==> config.mk <==
export PLATFORM = sky130hd
export DESIGN_NAME = serial_baud_rate_generator
export DESIGN_NICKNAME = d
export VERILOG_FILES = /design/src/verilog/rate_gen_pkg.sv /design/src/verilog/serial_baud_rate_generator.sv
export SDC_FILE = /design/constraint.sdc
export NUM_CORES = 1
export LEC_CHECK = 0
export BUFFER_PORTS_ARGS = -buffer_cell sky130_fd_sc_hd__buf_2
export CELL_PAD_IN_SITES_DETAIL_PLACEMENT = 0
export CELL_PAD_IN_SITES_GLOBAL_PLACEMENT = 1
export CORE_MARGIN = 2
export CORE_UTILIZATION = 42
export DETAILED_ROUTE_END_ITERATION = 10
export PLACE_DENSITY = 0.85
export SLEW_MARGIN = 20
export SYNTH_ARGS = -nofsm -noshare
export SYNTH_HDL_FRONTEND = slang
export SYNTH_SLANG_ARGS = --single-unit
==> constraint.sdc <==
create_clock -name pclk -period 2.95 [get_ports pclk]
set_clock_uncertainty 0.05 [all_clocks]
set_input_delay 0.4425 -clock pclk [delete_from_list [all_inputs] [get_ports pclk]]
set_output_delay 0.4425 -clock pclk [all_outputs]
set_load 0.005 [all_outputs]
==> src/verilog/rate_gen_pkg.sv <==
// Package: register map, field positions, reset values and mode types for the rate generator
package rate_gen_pkg;

  // ****************************************************************
  // Register byte addresses (aligned words on APB)
  // ****************************************************************
  localparam logic [7:0] ADDR_TRANSMIT_STATUS_CONTROL = 8'h00;
  localparam logic [7:0] ADDR_RECEIVE_STATUS_CONTROL  = 8'h04;
  localparam logic [7:0] ADDR_RATE_CONTROL            = 8'h08;
  localparam logic [7:0] ADDR_RATE_DIVISOR_HIGH       = 8'h0C;
  localparam logic [7:0] ADDR_RATE_DIVISOR_LOW        = 8'h10;
  localparam logic [7:0] ADDR_RATE_STATUS             = 8'h14;

  // ****************************************************************
  // Field positions
  // ****************************************************************
  localparam int BIT_CLOCK_SOURCE_MASTER = 7;  // Transmit control
  localparam int BIT_SYNC_MODE           = 4;  // Transmit control
  localparam int BIT_HIGH_SPEED_SCALING  = 2;  // Transmit control
  localparam int BIT_PORT_ENABLE         = 7;  // Receive control
  localparam int BIT_WIDE_DIVISOR_ENABLE = 3;  // Rate control

  // Writable masks; other bits read as zero
  localparam logic [7:0] MASK_TRANSMIT_STATUS_CONTROL = 8'h94;
  localparam logic [7:0] MASK_RECEIVE_STATUS_CONTROL  = 8'h80;
  localparam logic [7:0] MASK_RATE_CONTROL            = 8'h08;

  // ****************************************************************
  // Reset values and scaling counts
  // ****************************************************************
  localparam logic [7:0]  RESET_BYTE      = 8'h00;
  localparam logic [15:0] RESET_COUNT     = 16'h0000;
  localparam logic [5:0]  PRESCALE_DIV64  = 6'h3F;  // 64 - 1
  localparam logic [5:0]  PRESCALE_DIV16  = 6'h0F;  // 16 - 1
  localparam logic [5:0]  PRESCALE_DIV4   = 6'h03;  // 4 - 1
  localparam logic [31:0] READ_ZERO       = 32'h0000_0000;

  // Scaling mode of the generator
  typedef enum logic [1:0] {
    SCALE_64,
    SCALE_16,
    SCALE_4
  } scale_t;

  // APB request carrier
  typedef struct packed {
    logic        psel;
    logic        penable;
    logic        pwrite;
    logic [7:0]  paddr;
    logic [31:0] pwdata;
  } apb_req_t;

endpackage

==> src/verilog/serial_baud_rate_generator.sv <==
// Module: baud rate generator with APB registers and majority-vote receive sampling
// Notes on behaviour
// (RULE1) Receive level is majority of three samples
// (RULE2) Async 8-bit low speed divides by 64(n+1)
// (RULE3) Async high 8-bit or low 16-bit: 16(n+1)
// (RULE4) Sync mode divides by 4(n+1), ignores speed
// (RULE5) Divisor is high byte above low byte
// (RULE6) Software reprograms divisor after clock change
// (RULE7) Narrow mode uses low byte only
// (RULE8) Divisor write resets the timer at once
// (RULE9) Sync slave takes bit clock from pin
// (RULE10) Async 16-bit high speed divides by 4(n+1)
//
// Design decisions made here: the APB interface to the registers and the placing of the registers.
`timescale 1ns/100ps
module serial_baud_rate_generator
  import rate_gen_pkg::*;
(
  // Clock, reset and enable
  input  wire logic        pclk,
  input  wire logic        presetn,
  input  wire logic        clk_en,
  // APB slave
  input  wire apb_req_t    apb_req,
  output logic             pready,
  output logic [31:0]      prdata,
  output logic             pslverr,
  // Pins from outside
  input  wire logic        receive_pin,
  input  wire logic        ext_clock_pin,
  // To the shift logic
  output logic             bit_tick,
  output logic             sample_tick,
  output logic             receive_level
);

  // ****************************************************************
  // Register state
  // ****************************************************************
  logic [7:0]  transmit_status_control;  // Mode, speed, clock source
  logic [7:0]  receive_status_control;   // Port enable
  logic [7:0]  rate_control;             // Divisor width
  logic [7:0]  rate_divisor_high;        // Upper divisor byte
  logic [7:0]  rate_divisor_low;         // Lower divisor byte
  logic [7:0]  next_tsc, next_rsc, next_rc, next_dh, next_dl;
  logic        next_pready, next_pslverr;
  logic [31:0] next_prdata;
  logic        divisor_write;            // Pulse on any divisor write

  wire access  = apb_req.psel && apb_req.penable && !pready;
  wire do_wr   = access && apb_req.pwrite;

  // Address decode used by both read and write paths
  function automatic logic addr_known(input logic [7:0] a);
    addr_known = (a == ADDR_TRANSMIT_STATUS_CONTROL) || (a == ADDR_RECEIVE_STATUS_CONTROL) ||
                 (a == ADDR_RATE_CONTROL) || (a == ADDR_RATE_DIVISOR_HIGH) ||
                 (a == ADDR_RATE_DIVISOR_LOW) || (a == ADDR_RATE_STATUS);
  endfunction

  wire sync_mode   = transmit_status_control[BIT_SYNC_MODE];
  wire high_speed  = transmit_status_control[BIT_HIGH_SPEED_SCALING];
  wire master      = transmit_status_control[BIT_CLOCK_SOURCE_MASTER];
  wire wide        = rate_control[BIT_WIDE_DIVISOR_ENABLE];
  wire port_on     = receive_status_control[BIT_PORT_ENABLE];

  // Bus next-state: one wait state, answer registered
  always_comb begin
    next_tsc     = transmit_status_control;
    next_rsc     = receive_status_control;
    next_rc      = rate_control;
    next_dh      = rate_divisor_high;
    next_dl      = rate_divisor_low;
    next_pready  = access;
    next_pslverr = access && !addr_known(apb_req.paddr);
    next_prdata  = READ_ZERO;
    divisor_write = 1'b0;
    if (do_wr) begin
      case (apb_req.paddr)
        ADDR_TRANSMIT_STATUS_CONTROL: next_tsc = apb_req.pwdata[7:0] & MASK_TRANSMIT_STATUS_CONTROL;
        ADDR_RECEIVE_STATUS_CONTROL:  next_rsc = apb_req.pwdata[7:0] & MASK_RECEIVE_STATUS_CONTROL;
        ADDR_RATE_CONTROL:            next_rc  = apb_req.pwdata[7:0] & MASK_RATE_CONTROL;
        ADDR_RATE_DIVISOR_HIGH: begin
          next_dh       = apb_req.pwdata[7:0];
          divisor_write = 1'b1;  // RULE8
        end
        ADDR_RATE_DIVISOR_LOW: begin
          next_dl       = apb_req.pwdata[7:0];
          divisor_write = 1'b1;  // RULE8
        end
        default: next_dl = rate_divisor_low;  // Read-only or unmapped
      endcase
    end else if (access) begin
      case (apb_req.paddr)
        ADDR_TRANSMIT_STATUS_CONTROL: next_prdata = {24'h000000, transmit_status_control};
        ADDR_RECEIVE_STATUS_CONTROL:  next_prdata = {24'h000000, receive_status_control};
        ADDR_RATE_CONTROL:            next_prdata = {24'h000000, rate_control};
        ADDR_RATE_DIVISOR_HIGH:       next_prdata = {24'h000000, rate_divisor_high};
        ADDR_RATE_DIVISOR_LOW:        next_prdata = {24'h000000, rate_divisor_low};
        ADDR_RATE_STATUS:             next_prdata = {29'h00000000, receive_level, bit_tick, port_on};
        default:                      next_prdata = READ_ZERO;
      endcase
    end
  end

  // Bus registers
  always_ff @(posedge pclk or negedge presetn) begin
    if (!presetn) begin
      transmit_status_control <= RESET_BYTE;
      receive_status_control  <= RESET_BYTE;
      rate_control            <= RESET_BYTE;
      rate_divisor_high       <= RESET_BYTE;
      rate_divisor_low        <= RESET_BYTE;
      pready                  <= 1'b0;
      pslverr                 <= 1'b0;
      prdata                  <= READ_ZERO;
    end else if (clk_en) begin
      transmit_status_control <= next_tsc;
      receive_status_control  <= next_rsc;
      rate_control            <= next_rc;
      rate_divisor_high       <= next_dh;
      rate_divisor_low        <= next_dl;
      pready                  <= next_pready;
      pslverr                 <= next_pslverr;
      prdata                  <= next_prdata;
    end
  end

  // ****************************************************************
  // Pin synchronisers and majority vote
  // ****************************************************************
  logic [1:0] rx_sync, ck_sync;   // Two-flop synchronisers
  logic [2:0] rx_hist;            // Last three synchronised samples
  logic       ck_prev;
  logic [1:0] next_rx_sync, next_ck_sync;
  logic [2:0] next_rx_hist;
  logic       next_level;

  // Majority of three, used for the vote and its check
  function automatic logic majority3(input logic [2:0] s);
    majority3 = (s[0] & s[1]) | (s[0] & s[2]) | (s[1] & s[2]);
  endfunction

  // Samples are taken at each sample tick so the vote spans three ticks
  always_comb begin
    next_rx_sync = {rx_sync[0], receive_pin};
    next_ck_sync = {ck_sync[0], ext_clock_pin};
    next_rx_hist = sample_tick ? {rx_hist[1:0], rx_sync[1]} : rx_hist;
    next_level   = majority3(rx_hist);  // RULE1
  end

  // Sampling registers
  always_ff @(posedge pclk or negedge presetn) begin
    if (!presetn) begin
      rx_sync       <= 2'h3;
      ck_sync       <= 2'h0;
      rx_hist       <= 3'h7;
      ck_prev       <= 1'b0;
      receive_level <= 1'b1;
    end else if (clk_en) begin
      rx_sync       <= next_rx_sync;
      ck_sync       <= next_ck_sync;
      rx_hist       <= next_rx_hist;
      ck_prev       <= ck_sync[1];
      receive_level <= next_level;
    end
  end

  // ****************************************************************
  // Divisor timer and scaler
  // ****************************************************************
  scale_t      scale;
  logic [15:0] divisor;
  logic [15:0] count, next_count;
  logic [5:0]  pre, next_pre, pre_max;
  logic        next_bit_tick, next_sample_tick;

  // Divisor as the timer sees it; narrow mode drops the high byte
  function automatic logic [15:0] pick_divisor(input logic w, input logic [7:0] hi, input logic [7:0] lo);
    pick_divisor = w ? {hi, lo} : {8'h00, lo};  // RULE5 RULE7
  endfunction

  // Scaling choice; divisor is n, period is scale*(n+1) clocks
  always_comb begin
    divisor = pick_divisor(wide, rate_divisor_high, rate_divisor_low);  // RULE5 RULE7
    if (sync_mode)
      scale = SCALE_4;                                      // RULE4
    else if (!wide && !high_speed)
      scale = SCALE_64;                                     // RULE2
    else if (wide && high_speed)
      scale = SCALE_4;                                      // RULE10
    else
      scale = SCALE_16;                                     // RULE3
    case (scale)
      SCALE_64: pre_max = PRESCALE_DIV64;
      SCALE_16: pre_max = PRESCALE_DIV16;
      SCALE_4:  pre_max = PRESCALE_DIV4;
      default:  pre_max = PRESCALE_DIV64;
    endcase
  end

  // Timer counts n..0 once per clock, scaler counts timer expiries
  always_comb begin
    next_count       = count;
    next_pre         = pre;
    next_sample_tick = 1'b0;
    next_bit_tick    = 1'b0;
    if (!port_on || divisor_write) begin
      // Bytes are taken as they are written, so the first period already runs at the new rate
      next_count = pick_divisor(wide, next_dh, next_dl);  // RULE8
      next_pre   = 6'h00;
    end else if (sync_mode && !master) begin
      next_bit_tick    = ck_sync[1] && !ck_prev;  // RULE9
      next_sample_tick = next_bit_tick;
    end else if (count == RESET_COUNT) begin
      next_count       = divisor;
      next_sample_tick = 1'b1;
      if (pre >= pre_max) begin
        next_pre      = 6'h00;
        next_bit_tick = 1'b1;
      end else begin
        next_pre = pre + 6'h01;
      end
    end else begin
      next_count = count - 16'h0001;
    end
  end

  // Timer registers
  always_ff @(posedge pclk or negedge presetn) begin
    if (!presetn) begin
      count       <= RESET_COUNT;
      pre         <= 6'h00;
      bit_tick    <= 1'b0;
      sample_tick <= 1'b0;
    end else if (clk_en) begin
      count       <= next_count;
      pre         <= next_pre;
      bit_tick    <= next_bit_tick;
      sample_tick <= next_sample_tick;
    end
  end
endmodule

==> results of run 1 <==
## sequential cells by signal, summed over array words and instances, names as in the netlist
signal / count
ck_sync: 2
rate_divisor_low: 8
rate_divisor_high: 8
count: 16
bit_tick: 1
pre: 6
pslverr: 1
rx_hist: 3
rx_sync: 2
prdata: 8
sample_tick: 1
rate_control: 1
pready: 1
transmit_status_control: 3
receive_level: 1
ck_prev: 1
receive_status_control: 1
## through the flow
step                util [%]  hold WS, ns  std cells
CTS                     47.4       0.0158        559
floorplan                  -       0.0969        421
finish                  47.4      0.00701        559
detailed placement      45.3        0.386        543
global route            47.4       0.0333        559
global placement        45.3        0.379        543
## final timing paths
check                                start                   to  depth (start not counted)  slack (ns)
max                        rate_control[3]               pre[4]                          9        0.46
min                                presetn  rate_divisor_low[4]                          1       0.007
max reg2reg                rate_control[3]               pre[4]                          9        0.46
min reg2reg                        ck_prev              ck_prev                          1        0.45
max in group asynchronous          presetn           rx_hist[0]                          2        2.06
min in group pclk              receive_pin           rx_sync[0]                          2        0.28
## routing by layer
metal / track usage (%) / vias to the layer above
met5: 0 / -
met2: 31.3 / 117
li1: - / 1512
met4: 8.11 / 0
met1: 27.7 / 1548
met3: 2.92 / 22
## power by group
part | switching [mW] | leakage (nW) | internal (mW)
sequential | 0.0999 | 0.825 | 0.949
clock | 0.368 | 0.0891 | 0.395
combinational | 0.210 | 1.10 | 0.189
total | 0.679 | 2.01 | 1.53
## kinds of logic (layout without fill, tap and decap cells)
family,Yosys count,count (layout),share of synthesized area (%)
simple gates,127,127,18.1
compound gates,99,99,17.3
flops,64,64,41.6
buf+inv,54,81,7.79
mux,41,41,11.7
fa+ha+maj,9,9,2.84
xor+xnor,3,3,0.679
other cells,1,24,0.0968
## cell type report
class / count / share of cell area [%]
Clock buffer: 10 / 2.95
Timing Repair Buffer: 46 / 5.91
Tap cell: 111 / 3.21
Clock inverter: 6 / 1.62
Sequential cell: 64 / 37.2
Inverter: 19 / 1.65
Multi-Input combinational cell: 303 / 47.4
## cell usage in the layout, fill, tap and decap left out, types with 9 or more instances in the layout
master    count
o22ai_1      11
a21oi_1      10
dfrtp_1      58
mux2_2       29
o21ai_0      26
conb_1       24
inv_1        19
nand2_1      43
buf_2        36
buf_4        10
clkbuf_8      9
nor2_1       19
nand3_1      14
## critical path, delay by kind of cell (launching register included)
kind | cells | cell delay [ns]
buffers and inverters | 1 | 0.05
AO/OA/AOI/OAI | 3 | 0.70
AND/OR/NAND/NOR | 2 | 0.33
adder cells (fa/ha/maj) | 3 | 0.78
flip-flops | 1 | 0.48
==> flow_summary.toml, run 1 <==
[setup_path]
max_stage_delay_ns = 0.48
path_cells = "ha_1 -> or2_2 -> ha_1 -> inv_1 -> ha_1 -> nand2_1 -> o21ai_1 -> a211oi_1 -> a21o_1"
crit_type = "reg2reg"
slowest_stage = "dfrtp_1"
cp-end-kind = "flip-flop"
arrival_ns = 2.67
cpMostUsedCell = "ha_1"
worstPathRequired_ns = 3.14
start_kind = "flip-flop"
crit_path_max_fanout = 7

[finish]
antennaDiodeCount = 0
final_nets = 499
nFillCells = 872
syn2layout_area_growth_pct = 11.6
multiInputGateArea_um2 = 2050
seqCellArea_um2 = 1610
drive_gt1_share_pct = 24.3
finish.instance_area_um2 = 4320

[global_routing]
grt.overflow.total = 0
grt_pass1_vias = 3116
antenna_found_initial = 0
grt_max_degree = 27
grt_pass1_wl_um = 15600
grtUsageTotal_pct = 19.9

[yosys]
synth_top_area_share_pct = 37.5
syn_area_per_cell_um2 = 9.73
yosysWarnings = 0
seq_area_frac_synth_pct = 41.6
ys_async_sr_fraction_pct = 100
synth_top_area_cell = "dfrtp_1"
synth_area_um2 = 3870
ys_seq_elements = 64
synth_cells = 398
synth_cell_types = 64
synthFlopType = "dfrtp_1"
synthTopCellsByArea = "dfrtp_1 37%, mux2_2 8.4%, buf_4 4.8%"
synth-edff-count = 0
synth.most_common_cell = "dfrtp_1"
synth_commonest_cells = "58 x dfrtp_1, 43 x nand2_1, 29 x mux2_2"

[place]
place_congestion = 0.879
place_area_um2 = 4120
portBuffers = 36
pre_cts_slack_ns = 0.368
dp_hpwl_um = 6950

[drt]
drt_iter0_drc = 197
routed_via_density = 5.72
wl_per_cell_um = 16.8
firstDrtPassIters = 5
routed_wl_um = 9410
wl_met1_um = 4310
met2_length_um = 4340
drc = 0
ant_nets = 0
via_count = 3199
dr.max_layer_used = "met4"
wl_met3_um = 500

[hold_path]
hp-class = "in2async"

[floorplan]
ios = 85
start_util_pct = 42.5
die_h_um = 100
core_area_um2 = 9110
rows = 35
die-area_um2 = 10000
die_width_um = 100

[pwr]
vdd_drop_max_uv = 322
p_leak_nw = 2.01
power_density_nw_per_um2 = 512
total_power_mw = 2.21

[sta]
tightestPinTransition_ns = 0.585
min_period_over_period_pct = 84.3
tns_ns = 0
rsz0062_at_grt = "no"
setup_slack_ns = 0.464
slew_viol_final = 0
hold_viol = 0
max_freq_mhz = 402
layout_min_cycle_time_ns = 2.49
maxSlewHeadroom_pct = 61.0
report.final.setup_viol = 0

[clock_tree]
cts_buffers = 9
clk_pin_slew_ns = 0.08
cts_max_level = 3
post_cts_buffers = 0
clk_latency_ns = 0.34
cts_tree = "done"
ctsRootBufferMaster = "clkbuf_8"
clock-sinks = 64
holdBufCountCts = 0
clk_path_buf_depth = 2
cts.repair.resized = 0

[run_status]
status = "completed"

[job]
maxCapViolCount = 0
Power figures use the tool's default switching activity.
==> run 2: changes to the inputs <==
--- a/config.mk
+++ b/config.mk
@@ -5,13 +5,14 @@
 export SDC_FILE = /design/constraint.sdc
 export NUM_CORES = 1
 export LEC_CHECK = 0
+export ABC_AREA = 1
 export BUFFER_PORTS_ARGS = -buffer_cell sky130_fd_sc_hd__buf_2
 export CELL_PAD_IN_SITES_DETAIL_PLACEMENT = 0
 export CELL_PAD_IN_SITES_GLOBAL_PLACEMENT = 1
 export CORE_MARGIN = 2
-export CORE_UTILIZATION = 42
+export CORE_UTILIZATION = 37
 export DETAILED_ROUTE_END_ITERATION = 10
-export PLACE_DENSITY = 0.85
+export PLACE_DENSITY = 0.82
 export SLEW_MARGIN = 20
 export SYNTH_ARGS = -nofsm -noshare
 export SYNTH_HDL_FRONTEND = slang
==> constraint.sdc (replaced) <==
create_clock -name pclk -period 2.02 [get_ports pclk]
set_clock_uncertainty 0.05 [all_clocks]
set_input_delay 0.303 -clock pclk [delete_from_list [all_inputs] [get_ports pclk]]
set_output_delay 0.303 -clock pclk [all_outputs]
set_load 0.005 [all_outputs]
==> run 2 against run 1 <==
The run now ends with setup timing left. Sequential power increased by 39%. Utilization decreased by 3.4 points. Area after synthesis increased by 19%. Wire length increased by 25%. Maximum frequency increased by 17%. Cell count increased by 53%. Critical path depth increased by 3. Combinational power increased by 140%. First-iteration DRC count increased by 30%. Design area increased by 24%.
==> flow_summary.toml, run 2 <==
[run_status]
status = "finished, violations left"
violations = "setup timing"

[drt]
wl_per_cell_um = 13.7
drt_iter0_drc = 257
routed_wl_um = 11700
via_count = 4114
firstDrtPassIters = 5
drc = 0
ant_nets = 0
routed_via_density = 4.82

[pwr]
p_leak_nw = 2.74
vdd_drop_max_uv = 462
total_power_mw = 4.10
power_density_nw_per_um2 = 768

[setup_path]
crit_type = "reg2reg"
ff2ff_setup_slack_ns = -0.11
path_cells = "ha_2 -> or2_4 -> ha_4 -> inv_4 -> ha_4 -> a21oi_2 -> nand2_1 -> inv_1 -> nand2_2 -> inv_2 -> nand3b_1 -> o21ai_2"
cpMostUsedCell = "ha_4"
cp-end-kind = "flip-flop"
slowest_stage = "dfrtp_1"
r2r_start = "transmit_status_control[2]"
start_kind = "flip-flop"
crit_path_max_fanout = 4
crit_start = "transmit_status_control[2]"
max_stage_delay_ns = 0.39
worstPathRequired_ns = 2.23
arrival_ns = 2.34

[yosys]
synth_top_area_share_pct = 31.4
synth_commonest_cells = "222 x nand2_1, 58 x dfrtp_1, 53 x inv_1"
yosysWarnings = 0
synthTopCellsByArea = "dfrtp_1 31%, nand2_1 18%, buf_4 4.7%"
ys_async_sr_fraction_pct = 100
ys_seq_elements = 64
seq_area_frac_synth_pct = 34.9
synthFlopType = "dfrtp_1"
synth.most_common_cell = "nand2_1"
synth_area_um2 = 4620
synth-edff-count = 0
synth_top_area_cell = "dfrtp_1"
synth_cells = 633
synth_cell_types = 46
syn_area_per_cell_um2 = 7.29

[finish]
stdcell_count = 854
layout_commonest_cell = "nand2_1"
drive_gt1_share_pct = 25.7
mostFrequentLayoutCells = "219 x nand2_1, 58 x dfrtp_1, 49 x inv_1, 39 x nor2_1, 38 x nand3_1"
nFillCells = 1251
antennaDiodeCount = 0
largest_register = "count"
syn2layout_area_growth_pct = 15.7
seqCellArea_um2 = 1610
final_nets = 737
largest_register_ffs = 16
multiInputGateArea_um2 = 2610

[floorplan]
start_util_pct = 38.1
die_h_um = 116
rows = 40
die-area_um2 = 13400
die_width_um = 116
core_area_um2 = 12100
ios = 85

[clock_tree]
ctsRootBufferMaster = "clkbuf_16"
clk_path_buf_depth = 2
clock-sinks = 64
cts_tree = "done"
cts_max_level = 3
clk_pin_slew_ns = 0.06
cts_buffers = 9
clk_latency_ns = 0.34

[global_routing]
grtUsageTotal_pct = 18.7
grt.overflow.total = 0
grt_max_degree = 65
grt_pass1_vias = 3889
grt_pass1_wl_um = 19500
antenna_found_initial = 0

[hold_path]
worstHoldStart = "receive_pin"
hp-class = "in2reg"

[sta]
hold_viol = 0
layout_min_cycle_time_ns = 2.13
min_period_over_period_pct = 105
max_freq_mhz = 469
rsz0062_at_grt = "yes"
report.final.setup_viol = 7
slew_viol_final = 0
tns_ns = -0.547
setup_slack_ns = -0.111

[place]
pre_cts_slack_ns = -0.152
dp_hpwl_um = 8470
place_inst = 832
portBuffers = 36
place_congestion = 0.862

[job]
maxCapViolCount = 0
[run 2: cell count changes after synthesis, moves of 11 or more]
cell,delta
nand2_1,+179
o21ai_1,+16
mux2_2,-27
nand3_1,+28
nor2_2,+11
nor2_1,+21
nand2_2,+27
inv_1,+34
[run 2: cells by family after synthesis]
group,Yosys count,share of synthesized area (%)
buffers and inverters,104,12.5
adders and majority gates,8,2.17
DFF,64,34.9
AOI/OAI and AO/OA,69,9.11
xor gates and xnor gates,9,1.71
other,1,0.0812
and+or+nand+nor,376,39.1
muxes,2,0.488
[run 2: final cells by class]
class	instances	share of cell area, %
clock buffer	10	4.48
inverter	61	4.62
timing repair buffer	56	6.47
tap	168	3.94
multi-input combinational	489	48.8
clock inverter	6	1.55
sequential	64	30.1
[run 2: metrics by stage]
step / hold slack (ns) / util [%] / area [um^2]
CTS: 0.113 / 43.8 / 5310
global placement: 0.299 / 40.8 / 4940
global route: 0.126 / 44.1 / 5340
finish: 0.117 / 44.1 / 5340
detailed placement: 0.299 / 40.8 / 4940
floorplan: -0.0426 / - / 4760
[run 2: power by group]
part           total [mW]  switching (mW)  internal (mW)
clock                1.69           0.588           1.11
sequential           1.46          0.0862           1.38
combinational       0.942           0.623          0.320
[run 2: path summary, 6_finish.rpt]
check,cells after the start,end
worst max-delay path,12,pre[3]
worst min-delay path,3,rx_sync[0]
worst max register to register,12,pre[3]
worst min register to register,2,rx_sync[0]
max in group asynchronous,3,rx_hist[1]
min in group asynchronous,3,rate_divisor_high[6]
[run 2: per-layer routing]
metal | up-vias | track usage, % | routed length [um]
met5 | - | 0 | 0
met4 | 0 | 6.03 | 192
met3 | 14 | 3.66 | 552
met2 | 112 | 31.6 | 5700
met1 | 1925 | 24.2 | 5290
li1 | 2063 | - | -
[run 2: repair_timing]
action / CTS / global route
setup buffers: 3 / 1
hold buffers: 1 / 0
setup endpoints to repair: 7 / 13
cloned: 0 / 1
pin swaps: 8 / 7
resized for setup: 3 / 6
hold endpoints to repair: 58 / 0
[run 2: worst max-delay path, delay by kind of cell (launching register included)]
family                   cells  cell delay (ns)
adder cells (fa/ha/maj)      3             0.67
flip-flops                   1             0.39
AND/OR/NAND/NOR              4             0.48
AO/OA/AOI/OAI                2             0.27
buffers and inverters        3             0.20
==> run 3: changes to the inputs <==
--- a/config.mk
+++ b/config.mk
@@ -12,7 +12,7 @@
 export CORE_MARGIN = 2
 export CORE_UTILIZATION = 37
 export DETAILED_ROUTE_END_ITERATION = 10
-export PLACE_DENSITY = 0.82
+export PLACE_DENSITY = 0.83
 export SLEW_MARGIN = 20
 export SYNTH_ARGS = -nofsm -noshare
 export SYNTH_HDL_FRONTEND = slang
==> run 3 against run 2 <==
Sequential cell count stayed put. The flow still finishes with violations (setup timing). Via count down 1.1%. Cell count is 0.35% lower. Largest power group unchanged. Maximum frequency is essentially flat. Utilization fell by 0.37 points. Highest routed layer unchanged. Sequential share of layout area grew 0.26 points.
==> flow_summary.toml, run 3 (same netlist as run 2, synthesis figures left out) <==
[run_status]
status = "finished, violations left"
violations = "setup timing"

[finish]
final_nets = 734
mostFrequentLayoutCells = "219 x nand2_1, 58 x dfrtp_1, 48 x inv_1, 40 x nor2_1, 39 x nand3_1"
layout_commonest_cell = "nand2_1"
antennaDiodeCount = 0
finish.instance_area_um2 = 5290
stdcell_count = 851
largest_register_ffs = 16
syn2layout_area_growth_pct = 14.7
drive_gt1_share_pct = 24.9
nFillCells = 1270
largest_register = "count"
final_core_util_pct = 43.7

[drt]
drc = 0
firstDrtPassIters = 5
drt_iter0_drc = 246
routed_via_density = 4.78
wl_per_cell_um = 13.6
ant_nets = 0
via_count = 4069
routed_wl_um = 11600

[clock_tree]
clk_path_buf_depth = 2
cts_tree = "done"
ctsRootBufferMaster = "clkbuf_16"
clock-sinks = 64
clk_latency_ns = 0.33
cts_buffers = 9
cts_max_level = 3
clk_pin_slew_ns = 0.06

[sta]
setup_slack_ns = -0.109
min_period_over_period_pct = 105
layout_min_cycle_time_ns = 2.13
report.final.setup_viol = 7
rsz0062_at_grt = "yes"
slew_viol_final = 0
max_freq_mhz = 470
timing.hold.ws_ns = 0.119
hold_viol = 0
tns_ns = -0.466

[pwr]
p_int_mw = 2.71
power_frac_comb_pct = 23.2
p_clk_share_pct = 40.2
sw_frac_of_total_pct = 32.3
vdd_drop_max_uv = 458
p_leak_nw = 2.71
seqPwrFrac_pct = 36.5
switching_power_mw = 1.29
total_power_mw = 4.00
power_density_nw_per_um2 = 756

[floorplan]
rows = 40
die_width_um = 116
core_area_um2 = 12100
die-area_um2 = 13400
die_h_um = 116
start_util_pct = 38.1
ios = 85

[setup_path]
slowest_stage = "dfrtp_1"
ff2ff_setup_slack_ns = -0.11
crit_type = "reg2reg"
cp_num_buf_inv = 3
critical-path-top-delay-family = "adder cells"
start_kind = "flip-flop"
path_cells = "ha_2 -> or2_4 -> ha_4 -> inv_4 -> ha_4 -> nand2_2 -> inv_2 -> nand4_1 -> nand2_4 -> inv_4 -> nand4_1 -> o21ai_1"
crit_path_max_fanout = 4
cp-end-kind = "flip-flop"
max_stage_delay_ns = 0.39
arrival_ns = 2.30
worstPathRequired_ns = 2.19

[global_routing]
grt_pass1_wl_um = 19600
grtUsageTotal_pct = 18.7
grt.overflow.total = 0
grt_max_degree = 65
grt_pass1_vias = 3939
antenna_found_initial = 0

[place]
place_congestion = 0.864
dp_hpwl_um = 8530
place_inst = 832
portBuffers = 36
place_area_um2 = 4940
pre_cts_slack_ns = -0.172

[hold_path]
hp-class = "in2reg"

[job]
maxCapViolCount = 0
==> run 3: what timing repair did <==
item                                   CTS  global route
pin swaps                               11             6
gates resized for setup                  4             4
hold buffers                             1             0
buffers inserted                         0             2
setup endpoints to repair                7            10
endpoints found under the hold margin   58             0
==> run 3: tightest hold or removal path: cells and delay by family <==
family / cells / cell delay, ns
buf+inv: 1 / 0.10
simple gates: 2 / 0.10
==> run 3: power by group through the flow <==
stage	registers, mW	clock network [mW]	logic [mW]
6_report	1.46	1.61	0.929
5_1_grt	1.47	1.69	1.07
4_1_cts	1.46	1.63	0.934
3_5_place_dp	1.48	0	0.926
3_3_place_gp	1.48	0	0.920
2_1_floorplan	1.46	0	0.747
==> run 3: cell type report <==
class	count	area [um^2]	share of cell area, %
timing repair buffer	54	330	6.24
multi-input combinational	488	2590	48.9
inverter	61	249	4.70
clock buffer	11	253	4.77
clock inverter	5	55.1	1.04
sequential	64	1610	30.4
tap	168	210	3.97
==> run 3: per-layer routing <==
metal | vias to the layer above | track usage, % | routed length [um]
met4 | 0 | 5.87 | 147
li1 | 2041 | - | -
met5 | - | 0 | 0
met3 | 11 | 3.24 | 506
met2 | 90 | 31.7 | 5570
met1 | 1927 | 24.4 | 5350
==> run 3: final timing paths <==
path | startpoint | end | cells after the start
max | transmit_status_control[2] | pre[5] | 12
min | receive_pin | rx_sync[0] | 3
max reg2reg | transmit_status_control[2] | pre[5] | 12
min reg2reg | rx_sync[0] | rx_sync[0] | 2
max in group asynchronous | presetn | receive_level | 3
min in group asynchronous | presetn | count[0] | 3
